**src/shared/tcsrc_pkg.sv**
```systemverilog
// Package for the Type-C source status and control block
package tcsrc_pkg;

  // Register byte offsets
  localparam logic [7:0] TCSRC_REG_STATUS = 8'h00;
  localparam logic [7:0] TCSRC_REG_CTRL = 8'h04;
  localparam logic [7:0] TCSRC_REG_CC = 8'h08;

  // Status register bit positions
  localparam int TCSRC_ST_ATTACH = 0;
  localparam int TCSRC_ST_VBUS_GOOD = 1;
  localparam int TCSRC_ST_FLIP = 2;
  localparam int TCSRC_ST_PWR_EN = 3;
  localparam int TCSRC_ST_ACC = 4;
  localparam int TCSRC_ST_SINK = 5;
  localparam int TCSRC_ST_STATE_LSB = 8;

  // Control register bit positions and reset value
  localparam int TCSRC_CT_UNDERVOLT_LOCKOUT_EN = 0;
  localparam int TCSRC_CT_OVERVOLT_LOCKOUT_EN = 1;
  localparam int TCSRC_CT_PSUP_EN = 2;
  localparam logic [31:0] TCSRC_CTRL_RESET = 32'h0000_0004;

  // Debounce time on a settled configuration channel
  localparam int TCSRC_CLK_MHZ = 125;
  localparam int TCSRC_DEB_US = 2;
  localparam int TCSRC_DEB_CYC = TCSRC_DEB_US * TCSRC_CLK_MHZ;

  // AXI response codes
  localparam logic [1:0] TCSRC_RESP_OKAY = 2'b00;
  localparam logic [1:0] TCSRC_RESP_SLVERR = 2'b10;

  // Detected level of one configuration channel pin
  typedef enum logic [1:0] {
    TCSRC_CC_OPEN,
    TCSRC_CC_RD,
    TCSRC_CC_RA
  } tcsrc_cc_t;

  // Advertised termination
  typedef enum logic [1:0] {
    TCSRC_RP_DEFAULT,
    TCSRC_RP_1A5,
    TCSRC_RP_3A0
  } tcsrc_rp_t;

  // Connection states
  typedef enum logic [2:0] {
    TCSRC_UNATTACHED,
    TCSRC_ATTACH_WAIT,
    TCSRC_ATTACHED,
    TCSRC_AUDIO_ACC,
    TCSRC_DEBUG_ACC,
    TCSRC_ERROR_RECOV
  } tcsrc_state_t;

  // Open-drain indicator bundle, each pulled low when asserted
  typedef struct packed {
    logic link_made;
    logic accessory_found;
    logic plug_flip;
    logic bus_voltage_good;
    logic bus_power_enable;
  } tcsrc_ind_t;

endpackage

```
**src/rtl/tcsrc_sync.sv**
```systemverilog
// Two-stage synchroniser for a bundle of level inputs
`timescale 1ns/1ps
`default_nettype none
module tcsrc_sync #(
  parameter int WIDTH = 2
) (
  // Clock and reset
  input wire logic clock,
  input wire logic reset,
  // Data
  input wire logic [WIDTH-1:0] async_in,
  output logic [WIDTH-1:0] sync_out
);

  logic [WIDTH-1:0] meta_ff;
  logic [WIDTH-1:0] sync_ff;

  always_ff @(posedge clock) begin
    if (reset) begin
      meta_ff <= '0;
      sync_ff <= '0;
    end else begin
      meta_ff <= async_in;
      sync_ff <= meta_ff;
    end
  end

  assign sync_out = sync_ff;

endmodule // tcsrc_sync
`default_nettype wire

```
**src/rtl/tcsrc_top.sv**
```systemverilog
// Type-C source connection logic with open-drain indicators and AXI4-Lite status
// Function
// - Reset input is active high
// - Indicators are active-low open drain
// - Voltage good only attached with bus valid
// - Voltage good mirrored in status bit
// - Link indicator on valid sink connection
// - Link indicator also for accessory
// - Attachment mirrored in status bit
// - Default select low gives default termination
// - Default high, high low gives 1.5 A
// - Both high gives 3.0 A
// - Selects may change any time, tracked
// - Accessory indicator for audio or debug
// - Flip floats on channel a, low on b
// - Orientation readable in status register
// - Power enable needs sink and bus valid
// - Power enable value in status bit
// - Plug supply to unused channel pin
// - Supply lockouts gate power enable when enabled
// - Source connection machine with accessory support
// - Transitions from channel states and bus voltage
// - Partner classed sink or accessory
`timescale 1ns/1ps
`default_nettype none
module tcsrc_top
  import tcsrc_pkg::*;
(
  // Clock and reset
  input wire logic clock,
  input wire logic reset,
  // Termination selects
  input wire logic pullup_default_sel,
  input wire logic pullup_high_current_sel,
  // Detected channel levels and bus sensing
  input wire tcsrc_cc_t config_channel_a,
  input wire tcsrc_cc_t config_channel_b,
  input wire logic bus_voltage_sense,
  input wire logic bus_voltage_in_range,
  input wire logic undervolt_lockout,
  input wire logic overvolt_lockout,
  // Termination and plug supply control
  output tcsrc_rp_t pullup_level,
  output logic plug_supply_to_a,
  output logic plug_supply_to_b,
  // Open-drain indicator outputs
  output tcsrc_ind_t ind_out,
  output tcsrc_ind_t ind_oe,
  // AXI4-Lite write address
  input wire logic [7:0] s_axi_awaddr,
  input wire logic s_axi_awvalid,
  output logic s_axi_awready,
  // AXI4-Lite write data
  input wire logic [31:0] s_axi_wdata,
  input wire logic [3:0] s_axi_wstrb,
  input wire logic s_axi_wvalid,
  output logic s_axi_wready,
  // AXI4-Lite write response
  output logic [1:0] s_axi_bresp,
  output logic s_axi_bvalid,
  input wire logic s_axi_bready,
  // AXI4-Lite read address
  input wire logic [7:0] s_axi_araddr,
  input wire logic s_axi_arvalid,
  output logic s_axi_arready,
  // AXI4-Lite read data
  output logic [31:0] s_axi_rdata,
  output logic [1:0] s_axi_rresp,
  output logic s_axi_rvalid,
  input wire logic s_axi_rready
);

  ////////////////////////////////////////////////////////////////////////////
  // Declarations

  tcsrc_state_t state_ff, nxt_state;
  logic [8:0] deb_cnt_ff, nxt_deb_cnt;
  logic flip_ff, nxt_flip;
  logic [31:0] ctrl_ff;
  tcsrc_rp_t rp_ff;
  tcsrc_ind_t ind_ff, nxt_ind;
  logic psup_a_ff, psup_b_ff;
  logic [1:0] sel_sync;
  logic [7:0] awaddr_ff;
  logic aw_held_ff, w_held_ff;
  logic [31:0] wdata_ff;
  logic [3:0] wstrb_ff;
  logic bvalid_ff, rvalid_ff;
  logic [1:0] bresp_ff, rresp_ff;
  logic [31:0] rdata_ff;
  logic [3:0] cc_last_ff;

  localparam logic [8:0] DEB_LAST = 9'(TCSRC_DEB_CYC - 1);

  function automatic logic [31:0] merge_bytes(input logic [31:0] old, input logic [31:0] din,
                                              input logic [3:0] strb);
    logic [31:0] res;
    res = old;
    for (int i = 0; i < 4; i++) begin
      if (strb[i]) begin
        res[8*i +: 8] = din[8*i +: 8];
      end
    end
    return res;
  endfunction

  // Register map hit, shared by write and read paths
  function automatic logic reg_known(input logic [7:0] addr);
    return (addr == TCSRC_REG_STATUS) || (addr == TCSRC_REG_CTRL) || (addr == TCSRC_REG_CC);
  endfunction

  // Both channel levels packed as one code
  function automatic logic [3:0] cc_code(input tcsrc_cc_t a, input tcsrc_cc_t b);
    return {2'(b), 2'(a)};
  endfunction

  ////////////////////////////////////////////////////////////////////////////
  // Termination select

  tcsrc_sync #(.WIDTH(2)) u_sel_sync (
    .clock(clock),
    .reset(reset),
    .async_in({pullup_default_sel, pullup_high_current_sel}),
    .sync_out(sel_sync)
  );

  wire tcsrc_rp_t nxt_rp = !sel_sync[1] ? TCSRC_RP_DEFAULT :
                           !sel_sync[0] ? TCSRC_RP_1A5 :
                           TCSRC_RP_3A0;

  ////////////////////////////////////////////////////////////////////////////
  // Channel decode and voltage conditions

  wire logic a_rd = (config_channel_a == TCSRC_CC_RD);
  wire logic b_rd = (config_channel_b == TCSRC_CC_RD);
  wire logic a_ra = (config_channel_a == TCSRC_CC_RA);
  wire logic b_ra = (config_channel_b == TCSRC_CC_RA);
  wire logic sink_seen = a_rd ^ b_rd;
  wire logic audio_seen = a_ra && b_ra;
  wire logic debug_seen = a_rd && b_rd;
  wire logic none_seen = !(a_rd || b_rd || audio_seen);
  wire logic bus_ok = bus_voltage_sense && bus_voltage_in_range;
  wire logic supply_ok = !(ctrl_ff[TCSRC_CT_UNDERVOLT_LOCKOUT_EN] && undervolt_lockout) &&
                         !(ctrl_ff[TCSRC_CT_OVERVOLT_LOCKOUT_EN] && overvolt_lockout);
  wire logic deb_done = (deb_cnt_ff == DEB_LAST);

  ////////////////////////////////////////////////////////////////////////////
  // Channel change tracking

  // Debounce restarts whenever either pin level moves
  wire logic [3:0] cc_now = cc_code(config_channel_a, config_channel_b);
  wire logic cc_moved = (cc_now != cc_last_ff);
  wire logic in_sink = (state_ff == TCSRC_ATTACHED);
  wire logic in_acc = (state_ff == TCSRC_AUDIO_ACC) || (state_ff == TCSRC_DEBUG_ACC);

  ////////////////////////////////////////////////////////////////////////////
  // Connection state machine

  always_comb begin
    nxt_state = state_ff;
    nxt_deb_cnt = 9'h000;
    nxt_flip = flip_ff;
    unique case (state_ff)
      TCSRC_UNATTACHED: begin
        if (!none_seen) begin
          nxt_state = TCSRC_ATTACH_WAIT;
        end
      end
      TCSRC_ATTACH_WAIT: begin
        if (none_seen) begin
          nxt_state = TCSRC_UNATTACHED;
        end else if (cc_moved) begin
          nxt_deb_cnt = 9'h000;
        end else if (!deb_done) begin
          nxt_deb_cnt = deb_cnt_ff + 9'h001;
        end else if (audio_seen) begin
          nxt_state = TCSRC_AUDIO_ACC;
        end else if (debug_seen) begin
          nxt_state = TCSRC_DEBUG_ACC;
        end else if (sink_seen && !bus_voltage_sense) begin
          nxt_state = TCSRC_ATTACHED;
          nxt_flip = b_rd;
        end else begin
          nxt_deb_cnt = deb_cnt_ff;
        end
      end
      TCSRC_ATTACHED: begin
        if (!sink_seen) begin
          nxt_state = TCSRC_UNATTACHED;
        end else if (ind_ff.bus_power_enable && !bus_ok) begin
          nxt_state = TCSRC_ERROR_RECOV;
        end
      end
      TCSRC_AUDIO_ACC: begin
        if (!audio_seen) begin
          nxt_state = TCSRC_UNATTACHED;
        end
      end
      TCSRC_DEBUG_ACC: begin
        if (!debug_seen) begin
          nxt_state = TCSRC_UNATTACHED;
        end
      end
      TCSRC_ERROR_RECOV: begin
        if (!deb_done) begin
          nxt_deb_cnt = deb_cnt_ff + 9'h001;
        end else begin
          nxt_state = TCSRC_UNATTACHED;
        end
      end
      default: begin
        nxt_state = TCSRC_UNATTACHED;
      end
    endcase
  end

  always_comb begin
    nxt_ind.link_made = in_sink || in_acc;
    nxt_ind.accessory_found = in_acc;
    nxt_ind.plug_flip = in_sink && flip_ff;
    nxt_ind.bus_voltage_good = in_sink && bus_ok;
    nxt_ind.bus_power_enable = in_sink && bus_ok && supply_ok;
  end

  always_ff @(posedge clock) begin
    if (reset) begin
      state_ff <= TCSRC_UNATTACHED;
      deb_cnt_ff <= 9'h000;
      flip_ff <= 1'b0;
      ind_ff <= '0;
      rp_ff <= TCSRC_RP_DEFAULT;
      psup_a_ff <= 1'b0;
      psup_b_ff <= 1'b0;
      cc_last_ff <= 4'h0;
    end else begin
      state_ff <= nxt_state;
      deb_cnt_ff <= nxt_deb_cnt;
      flip_ff <= nxt_flip;
      ind_ff <= nxt_ind;
      rp_ff <= nxt_rp;
      psup_a_ff <= in_sink && ctrl_ff[TCSRC_CT_PSUP_EN] && flip_ff;
      psup_b_ff <= in_sink && ctrl_ff[TCSRC_CT_PSUP_EN] && !flip_ff;
      cc_last_ff <= cc_now;
    end
  end

  ////////////////////////////////////////////////////////////////////////////
  // Pin outputs

  assign pullup_level = rp_ff;
  assign plug_supply_to_a = psup_a_ff;
  assign plug_supply_to_b = psup_b_ff;
  assign ind_out = '0;
  assign ind_oe = ind_ff;

  ////////////////////////////////////////////////////////////////////////////
  // AXI4-Lite slave

  wire logic [31:0] status_word = {16'h0000, 5'h00, 3'(state_ff), 2'b00,
                                   in_sink,
                                   ind_ff.accessory_found,
                                   ind_ff.bus_power_enable,
                                   flip_ff,
                                   ind_ff.bus_voltage_good,
                                   ind_ff.link_made};
  wire logic [31:0] cc_word = {24'h00_0000, 2'b00, 2'(rp_ff), cc_code(config_channel_a, config_channel_b)};
  wire logic wr_fire = aw_held_ff && w_held_ff && !bvalid_ff;
  wire logic wr_ctrl = (awaddr_ff == TCSRC_REG_CTRL);
  wire logic wr_ok = reg_known(awaddr_ff);
  wire logic rd_take = s_axi_arvalid && !rvalid_ff;
  wire logic [31:0] rd_word = (s_axi_araddr == TCSRC_REG_STATUS) ? status_word :
                              (s_axi_araddr == TCSRC_REG_CTRL) ? ctrl_ff :
                              (s_axi_araddr == TCSRC_REG_CC) ? cc_word : 32'h0000_0000;
  wire logic rd_hit = reg_known(s_axi_araddr);

  assign s_axi_awready = !aw_held_ff;
  assign s_axi_wready = !w_held_ff;
  assign s_axi_arready = !rvalid_ff;
  assign s_axi_bvalid = bvalid_ff;
  assign s_axi_bresp = bresp_ff;
  assign s_axi_rvalid = rvalid_ff;
  assign s_axi_rdata = rdata_ff;
  assign s_axi_rresp = rresp_ff;

  always_ff @(posedge clock) begin
    if (reset) begin
      aw_held_ff <= 1'b0;
      w_held_ff <= 1'b0;
      awaddr_ff <= 8'h00;
      wdata_ff <= 32'h0000_0000;
      wstrb_ff <= 4'h0;
      bvalid_ff <= 1'b0;
      bresp_ff <= TCSRC_RESP_OKAY;
      ctrl_ff <= TCSRC_CTRL_RESET;
    end else begin
      if (s_axi_awvalid && !aw_held_ff) begin
        aw_held_ff <= 1'b1;
        awaddr_ff <= s_axi_awaddr;
      end
      if (s_axi_wvalid && !w_held_ff) begin
        w_held_ff <= 1'b1;
        wdata_ff <= s_axi_wdata;
        wstrb_ff <= s_axi_wstrb;
      end
      if (wr_fire) begin
        bvalid_ff <= 1'b1;
        bresp_ff <= wr_ok ? TCSRC_RESP_OKAY : TCSRC_RESP_SLVERR;
        if (wr_ctrl) begin
          ctrl_ff <= merge_bytes(ctrl_ff, wdata_ff, wstrb_ff) & 32'h0000_0007;
        end
      end
      if (bvalid_ff && s_axi_bready) begin
        bvalid_ff <= 1'b0;
        aw_held_ff <= 1'b0;
        w_held_ff <= 1'b0;
      end
    end
  end

  always_ff @(posedge clock) begin
    if (reset) begin
      rvalid_ff <= 1'b0;
      rdata_ff <= 32'h0000_0000;
      rresp_ff <= TCSRC_RESP_OKAY;
    end else if (rd_take) begin
      rvalid_ff <= 1'b1;
      rdata_ff <= rd_word;
      rresp_ff <= rd_hit ? TCSRC_RESP_OKAY : TCSRC_RESP_SLVERR;
    end else if (rvalid_ff && s_axi_rready) begin
      rvalid_ff <= 1'b0;
    end
  end

endmodule // tcsrc_top
`default_nettype wire

```
**config.mk**
```make
export PLATFORM = sky130hd
export DESIGN_NAME = tcsrc_top
export DESIGN_NICKNAME = d
export VERILOG_FILES = /design/src/shared/tcsrc_pkg.sv /design/src/rtl/tcsrc_sync.sv /design/src/rtl/tcsrc_top.sv
export SDC_FILE = /design/constraint.sdc
export NUM_CORES = 1
export LEC_CHECK = 0
export BUFFER_PORTS_ARGS = -buffer_cell sky130_fd_sc_hd__buf_2
export CAP_MARGIN = 5
export CORE_MARGIN = 2
export CORE_UTILIZATION = 44
export CTS_BUF_LIST = sky130_fd_sc_hd__clkbuf_4 sky130_fd_sc_hd__clkbuf_8
export DETAILED_ROUTE_END_ITERATION = 10
export PLACE_DENSITY = 0.78
export SYNTH_ARGS = -nofsm -noshare
export SYNTH_HDL_FRONTEND = slang
export SYNTH_SLANG_ARGS = --single-unit
```
**constraint.sdc**
```tcl
create_clock -name clock -period 2.1 [get_ports clock]
set_clock_uncertainty 0.15 [all_clocks]
set_input_delay 0 -clock clock [delete_from_list [all_inputs] [get_ports clock]]
set_output_delay 0 -clock clock [all_outputs]
set_load 0.02 [all_outputs]
```
==> impl_metrics.py, run 1 <==
metrics = {
    "global_route": {
        "grt_usage_pct": 20.3,
        "grt_max_degree": 39,
        "antenna_found_initial": 0,
        "overflow": 0,
        "grt_pass1_wl_um": 11400,
        "grt_pass1_vias": 2540,
    },
    "die": {
        "dieWidth_um": 83.7,
        "start_util_pct": 44.8,
        "num_io_pins": 124,
        "dieArea_sq_mm": 0.00701,
        "core_area_sq_mm": 0.00624,
        "placement_rows": 29,
        "die_y_um": 83.7,
    },
    "worst_setup_path": {
        "crit_chain": "buf_2 > dlygate4sd3_1 > buf_4 > nand4bb_1 > buf_4 > o32ai_1 > a311o_1 > a211oi_1 > buf_4 > mux2i_1",
        "worstPathMaxFanout": 9,
        "crit_path_start_kind": "input port",
        "end_kind": "flip-flop",
        "path_common_cell": "buf_4",
        "cp_slowest_stage_delay_ns": 0.55,
        "worst_path_max_delay_cell": "dlygate4sd3_1",
        "arrival_ns": 2.20,
        "critPathRequiredTime_ns": 2.22,
        "worstSetupPathType": "in -> reg",
    },
    "synth": {
        "ys_ff_latch": 60,
        "netlist_area_sq_mm": 0.00280,
        "synth-async-reset-ratio_pct": 0,
        "synth_top_area_share_pct": 43.0,
        "yosysWarnings": 0,
        "synth.distinct_cells": 50,
        "synth_top_flop_cell": "dfxtp_1",
        "synth.area.top_cells": "dfxtp_1 43%, buf_4 8.1%, mux2i_1 6.1%, nor2_1 5.8%, nor2b_1 3.6%",
        "synth_largest_area_cell": "dfxtp_1",
        "yosysSeqAreaShare_pct": 43.0,
        "syn_area_per_cell_sq_um": 9.02,
        "synth_edf_count": 0,
        "synthCells": 310,
    },
    "pwr": {
        "ir_drop_mv": 0.534,
        "powerDensity_mw_per_mm2": 739,
        "p_leak_nw": 1.71,
        "power.total_w": 0.00283,
    },
    "sta": {
        "period_needed_ns": 2.08,
        "maxSlewHeadroom_pct": 58.4,
        "hold_ws_ns": 0.0407,
        "worstMarginPinSlew_ns": 0.620,
        "period_share_pct": 99.2,
        "clock.fmax_mhz": 480,
        "hold_viol": 0,
        "setup_viol": 0,
        "slew_violations": 0,
    },
    "detailed_routing": {
        "routed_wirelength_um": 7010,
        "drt_iter0_drc": 154,
        "drtAntennaViolNets": 0,
        "vias": 2538,
        "drt_first_pass_iters": 4,
        "wl_per_cell_um": 13.6,
        "drc": 0,
        "viasPerCell": 4.93,
    },
    "clock_network": {
        "cts.sinks": 60,
        "path_clk_slew_ns": 0.07,
        "tritoncts": "yes",
        "cts_buffers": 9,
        "insertion_delay_ns": 0.34,
        "htree_levels": 3,
        "cts-root-buf": "clkbuf_8",
        "clockBufferDepth": 2,
    },
    "run": {
        "cap_viol_max_count": 0,
    },
    "finish": {
        "syn_to_final_growth_pct": 37.0,
        "diodes": 0,
        "design_area_sq_mm": 0.00383,
        "final_nets": 506,
        "drive_gt1_share_pct": 28.8,
        "nFillCells": 540,
        "finalCoreUtilization_pct": 61.4,
        "fin_cells": 515,
    },
    "placement": {
        "dp.cells": 460,
        "placed_cell_area_sq_mm": 0.00321,
        "routabilityCongestion": 0.806,
        "place_hpwl_um": 4460,
        "portBuffers": 61,
    },
    "outcome": {
        "outcome": "completed",
    },
    "min_path": {
        "hp-class": "in -> reg",
    },
}
## cell type report
type,instances,area (sq um),share of cell area [%]
clock buffer,10,138,3.59
clock inverter,6,63.8,1.67
inverter,9,33.8,0.881
multi-input combinational,229,1430,37.3
sequential,60,1210,31.5
tap,77,96.3,2.51
timing repair buffer,124,863,22.5
## what timing repair did
action                                  4_1_cts  5_1_grt
setup buffers                                 0        4
hold endpoints to repair                     36        0
gates resized for setup                       0       12
endpoints found under the setup margin        2       11
hold buffers                                 34        0
pin swaps                                     1        3
gates cloned                                  0        1
## sequential cells by signal (all words and copies together), names as in the netlist, 2 cells and up
signal               cells
deb_cnt_ff               9
state_ff                 3
ctrl_ff                  3
u_sel_sync.meta_ff       2
pullup_level             2
wdata_ff                 3
ind_oe                   5
s_axi_rdata              9
u_sel_sync.sync_out      2
cc_last_ff               4
awaddr_ff                8
## cells in the mapped netlist, types with 2 or more instances
| cell | number |
|---|---|
| nand2b_1 | 7 |
| nand2_1 | 19 |
| xnor2_1 | 9 |
| a22oi_1 | 3 |
| ha_1 | 4 |
| clkbuf_1 | 11 |
| nand4_1 | 3 |
| inv_1 | 9 |
| a221oi_1 | 3 |
| nor2_1 | 43 |
| mux2i_1 | 17 |
| o21a_1 | 2 |
| a21oi_1 | 12 |
| a211oi_1 | 8 |
| dfxtp_1 | 60 |
| nor4_1 | 2 |
| buf_4 | 30 |
| and3_1 | 4 |
| nand3_1 | 6 |
| nor2b_1 | 16 |
| xor2_1 | 2 |
| nor3_1 | 8 |
| nor3b_1 | 4 |
| o21ai_0 | 2 |
## final timing paths
path | start | end | slack [ns] | cells after the start
min reg2reg | u_sel_sync.sync_out[0] | pullup_level[0] | 0.26 | 1
max | config_channel_a[1] | state_ff[0] | 0.02 | 10
min | s_axi_arvalid | s_axi_rdata[8] | 0.04 | 4
max reg2reg | state_ff[2] | state_ff[0] | 0.08 | 6
## logic make-up (layout without fill, tap and decap cells)
group	count (synthesis)	count (layout)	synth area share, %
AOI/OAI and AO/OA	42	43	10.9
xor gates and xnor gates	11	11	3.45
adders and majority gates	4	4	1.79
buffers and inverters	51	149	11.2
DFF	60	60	43.0
muxes	17	17	6.08
other	1	30	0.134
and+or+nand+nor	124	124	23.4
## layout by cell type, fill, tap and decap left out, types with 3 or more instances in the layout
| cell | Yosys | final |
|---|---|---|
| a211oi_1 | 8 | 8 |
| a21oi_1 | 12 | 12 |
| a221oi_1 | 3 | 3 |
| a22oi_1 | 3 | 3 |
| and3_1 | 4 | 4 |
| buf_2 | 0 | 61 |
| buf_4 | 30 | 29 |
| clkbuf_8 | 1 | 10 |
| conb_1 | 1 | 30 |
| dfxtp_1 | 60 | 54 |
| dfxtp_2 | 0 | 6 |
| dlygate4sd3_1 | 0 | 34 |
| ha_1 | 4 | 3 |
| inv_1 | 9 | 8 |
| mux2i_1 | 17 | 17 |
| nand2_1 | 19 | 18 |
| nand2b_1 | 7 | 7 |
| nand3_1 | 6 | 6 |
| nand4_1 | 3 | 3 |
| nor2_1 | 43 | 43 |
| nor2b_1 | 16 | 16 |
| nor3_1 | 8 | 7 |
| nor3b_1 | 4 | 4 |
| xnor2_1 | 9 | 9 |
## report_power, final
group          switching (W)  total (W)  internal, W  leakage, nW
logic               0.000293   0.000536     0.000243         1.12
registers          0.0000545    0.00125      0.00120        0.493
clock network       0.000467    0.00104     0.000577       0.0983
## per-stage QoR
stage                     setup slack [ns]  setup TNS [ns]
after global placement              0.0106               0
after global routing               -0.0787          -0.241
after CTS                           0.0114               0
final                               0.0162               0
after floorplan                     0.0878               0
after detailed placement           -0.0256         -0.0298
## layer usage
layer  part of all wire, %  track usage (%)  vias up
met1                    41             22.8     1183
li1                      -                -     1246
met3                   5.6             5.14       11
met5                     0                0        -
met2                    52             36.2       98
met4                   1.5             8.80        0
## worst max-delay path: cells and delay by family
family,cells,cell delay (ns)
AOI/OAI and AO/OA,3,0.71
and+or+nand+nor,1,0.13
buffers and inverters,5,1.18
muxes,1,0.18
Power figures use the tool's default switching activity.
==> run 2, diff against run 1 <==
--- a/config.mk
+++ b/config.mk
@@ -8,3 +8,3 @@
 export BUFFER_PORTS_ARGS = -buffer_cell sky130_fd_sc_hd__buf_2
-export CAP_MARGIN = 5
+export CAP_MARGIN = 0
 export CORE_MARGIN = 2
==> constraint.sdc (replaced) <==
create_clock -name clock -period 2.1 [get_ports clock]
set_clock_uncertainty 0.15 [all_clocks]
set_input_delay 0.42 -clock clock [delete_from_list [all_inputs] [get_ports clock]]
set_output_delay 0.42 -clock clock [all_outputs]
set_load 0.02 [all_outputs]
==> impl_metrics.py, run 2 (same netlist as run 1, synthesis figures left out) <==
metrics = {
    "die": {
        "dieWidth_um": 83.7,
        "dieArea_sq_mm": 0.00701,
        "num_io_pins": 124,
        "placement_rows": 29,
        "core_area_sq_mm": 0.00624,
        "die_y_um": 83.7,
        "start_util_pct": 44.8,
    },
    "placement": {
        "portBuffers": 61,
        "routabilityCongestion": 0.831,
        "placed_cell_area_sq_mm": 0.00330,
        "place_hpwl_um": 4500,
    },
    "worst_setup_path": {
        "worstSetupPathType": "reg -> reg",
        "endpoint": "deb_cnt_ff[0]",
        "r2r_cells": 8,
        "cp_slowest_stage_delay_ns": 0.46,
        "worst_path_max_delay_cell": "or4_4",
        "end_kind": "flip-flop",
        "crit-reg2reg-capture": "deb_cnt_ff[0]",
        "r2r-start": "deb_cnt_ff[1]",
        "crit_path_start_kind": "flip-flop",
        "crit_start": "deb_cnt_ff[1]",
        "worstPathMaxFanout": 5,
        "rrSetupSlack_ns": 0.08,
        "critPathRequiredTime_ns": 2.19,
        "arrival_ns": 2.11,
        "crit_chain": "inv_1 > ha_1 > nand2_1 > or4_4 > nor4_4 > buf_4 > xor2_1 > nor2_1",
    },
    "pwr": {
        "ir_drop_mv": 0.498,
        "p_leak_nw": 1.59,
        "pwr-share-clk_pct": 37.3,
        "comb_power_share_pct": 18.0,
        "powerDensity_mw_per_mm2": 788,
        "power_frac_seq_pct": 44.6,
        "swShare_pct": 28.5,
        "power_switching_w": 0.000791,
        "internal_power_w": 0.00199,
        "power.total_w": 0.00278,
    },
    "finish": {
        "multi_input_area_sq_mm": 0.00142,
        "syn_to_final_growth_pct": 26.1,
        "final_cell_mix": "61 x buf_2, 60 x dfxtp_1, 43 x nor2_1, 34 x buf_4, 30 x conb_1",
        "nFillCells": 551,
        "drive_gt1_share_pct": 31.1,
        "diodes": 0,
        "final_nets": 477,
        "design_area_sq_mm": 0.00353,
        "final_common_cell": "buf_2",
        "seq_area_sq_mm": 0.00120,
    },
    "clock_network": {
        "path_clk_slew_ns": 0.07,
        "cts.sinks": 60,
        "tritoncts": "yes",
        "cts_hold_buf": 0,
        "cts_buffers": 9,
        "cts-root-buf": "clkbuf_8",
        "insertion_delay_ns": 0.34,
        "htree_levels": 3,
        "clockBufferDepth": 2,
    },
    "global_route": {
        "grt_usage_pct": 16.9,
        "antenna_found_initial": 0,
        "grt_pass1_wl_um": 9600,
        "grt_pass1_vias": 2161,
        "overflow": 0,
        "grt_max_degree": 26,
    },
    "detailed_routing": {
        "drt_iter0_drc": 121,
        "viasPerCell": 4.87,
        "routed_wirelength_um": 5910,
        "vias": 2365,
        "drc": 0,
        "wl_per_cell_um": 12.2,
        "drt_first_pass_iters": 4,
        "drtAntennaViolNets": 0,
    },
    "sta": {
        "hold_viol": 0,
        "clock.fmax_mhz": 494,
        "setup_viol": 0,
        "period_share_pct": 96.3,
        "hold_ws_ns": 0.102,
        "rsz0062_at_grt": "true",
        "period_needed_ns": 2.02,
        "slew_violations": 0,
    },
    "outcome": {
        "outcome": "completed",
    },
    "run": {
        "cap_viol_max_count": 0,
    },
    "min_path": {
        "hp-class": "in -> reg",
    },
}
==> run 2: cell count changes in the layout (fill, tap and decap cells not counted), sizes merged <==
cell / change
o21bai: -1
buf: +6
dlygate4sd3: -34
==> run 2: layout make-up <==
class	instances	area share (%)
Multi-Input combinational cell	228	40.3
Clock inverter	6	1.81
Inverter	9	0.958
Timing Repair Buffer	96	16.2
Tap cell	77	2.73
Sequential cell	60	34.1
Clock buffer	10	3.90
==> run 2: worst min path at each step <==
| stage | startpoint | endpoint | slack (ns) | depth (start not counted) |
|---|---|---|---|---|
| global placement | u_sel_sync.sync_out[0] | pullup_level[0] | 0.25 | 1 |
| detailed placement | u_sel_sync.sync_out[0] | pullup_level[0] | 0.27 | 1 |
| CTS | s_axi_rready | s_axi_rvalid | 0.1 | 2 |
| floorplan | u_sel_sync.sync_out[0] | pullup_level[0] | 0.24 | 1 |
| finish | s_axi_rready | s_axi_rvalid | 0.10 | 2 |
| global route | s_axi_rready | s_axi_rvalid | 0.09 | 2 |
==> run 2: timing repair <==
action,CTS,global route
buffers inserted,0,2
resized for setup,0,2
pin swaps,1,1
endpoints found under the setup margin,9,10
==> run 2: critical path: cells and delay by family, from the launching register on <==
kind          cells  cell delay, ns
flops             1            0.32
simple gates      4            0.92
fa+ha+maj         1            0.15
xor+xnor          1            0.13
buf+inv           2            0.26
==> run 2: power groups by stage <==
| stage | logic (W) | registers, W | clock network [W] |
|---|---|---|---|
| floorplan | 0.000375 | 0.00126 | 0 |
| global placement | 0.000483 | 0.00126 | 0 |
| detailed placement | 0.000495 | 0.00126 | 0 |
| CTS | 0.000498 | 0.00124 | 0.00105 |
| global route | 0.000546 | 0.00125 | 0.00111 |
| finish | 0.000501 | 0.00124 | 0.00104 |
==> run 2: layer usage <==
metal  up-vias  routed length (um)  track usage, %
met2        87                2800            26.6
met3        14                 438            6.13
met4         0                 114            7.33
met5         -                   0               0
met1      1074                2560            20.7
li1       1190                   -               -
==> run 2: through the flow <==
step                setup TNS, ns  setup WS, ns  utilization (%)  std cells
floorplan                       0        0.0240                -        339
global placement            -1.55        -0.198             52.9        468
detailed placement          -2.23        -0.228             52.9        468
CTS                             0        0.0283             56.1        484
global route              -0.0390       -0.0273             56.5        486
finish                          0        0.0775             56.5        486
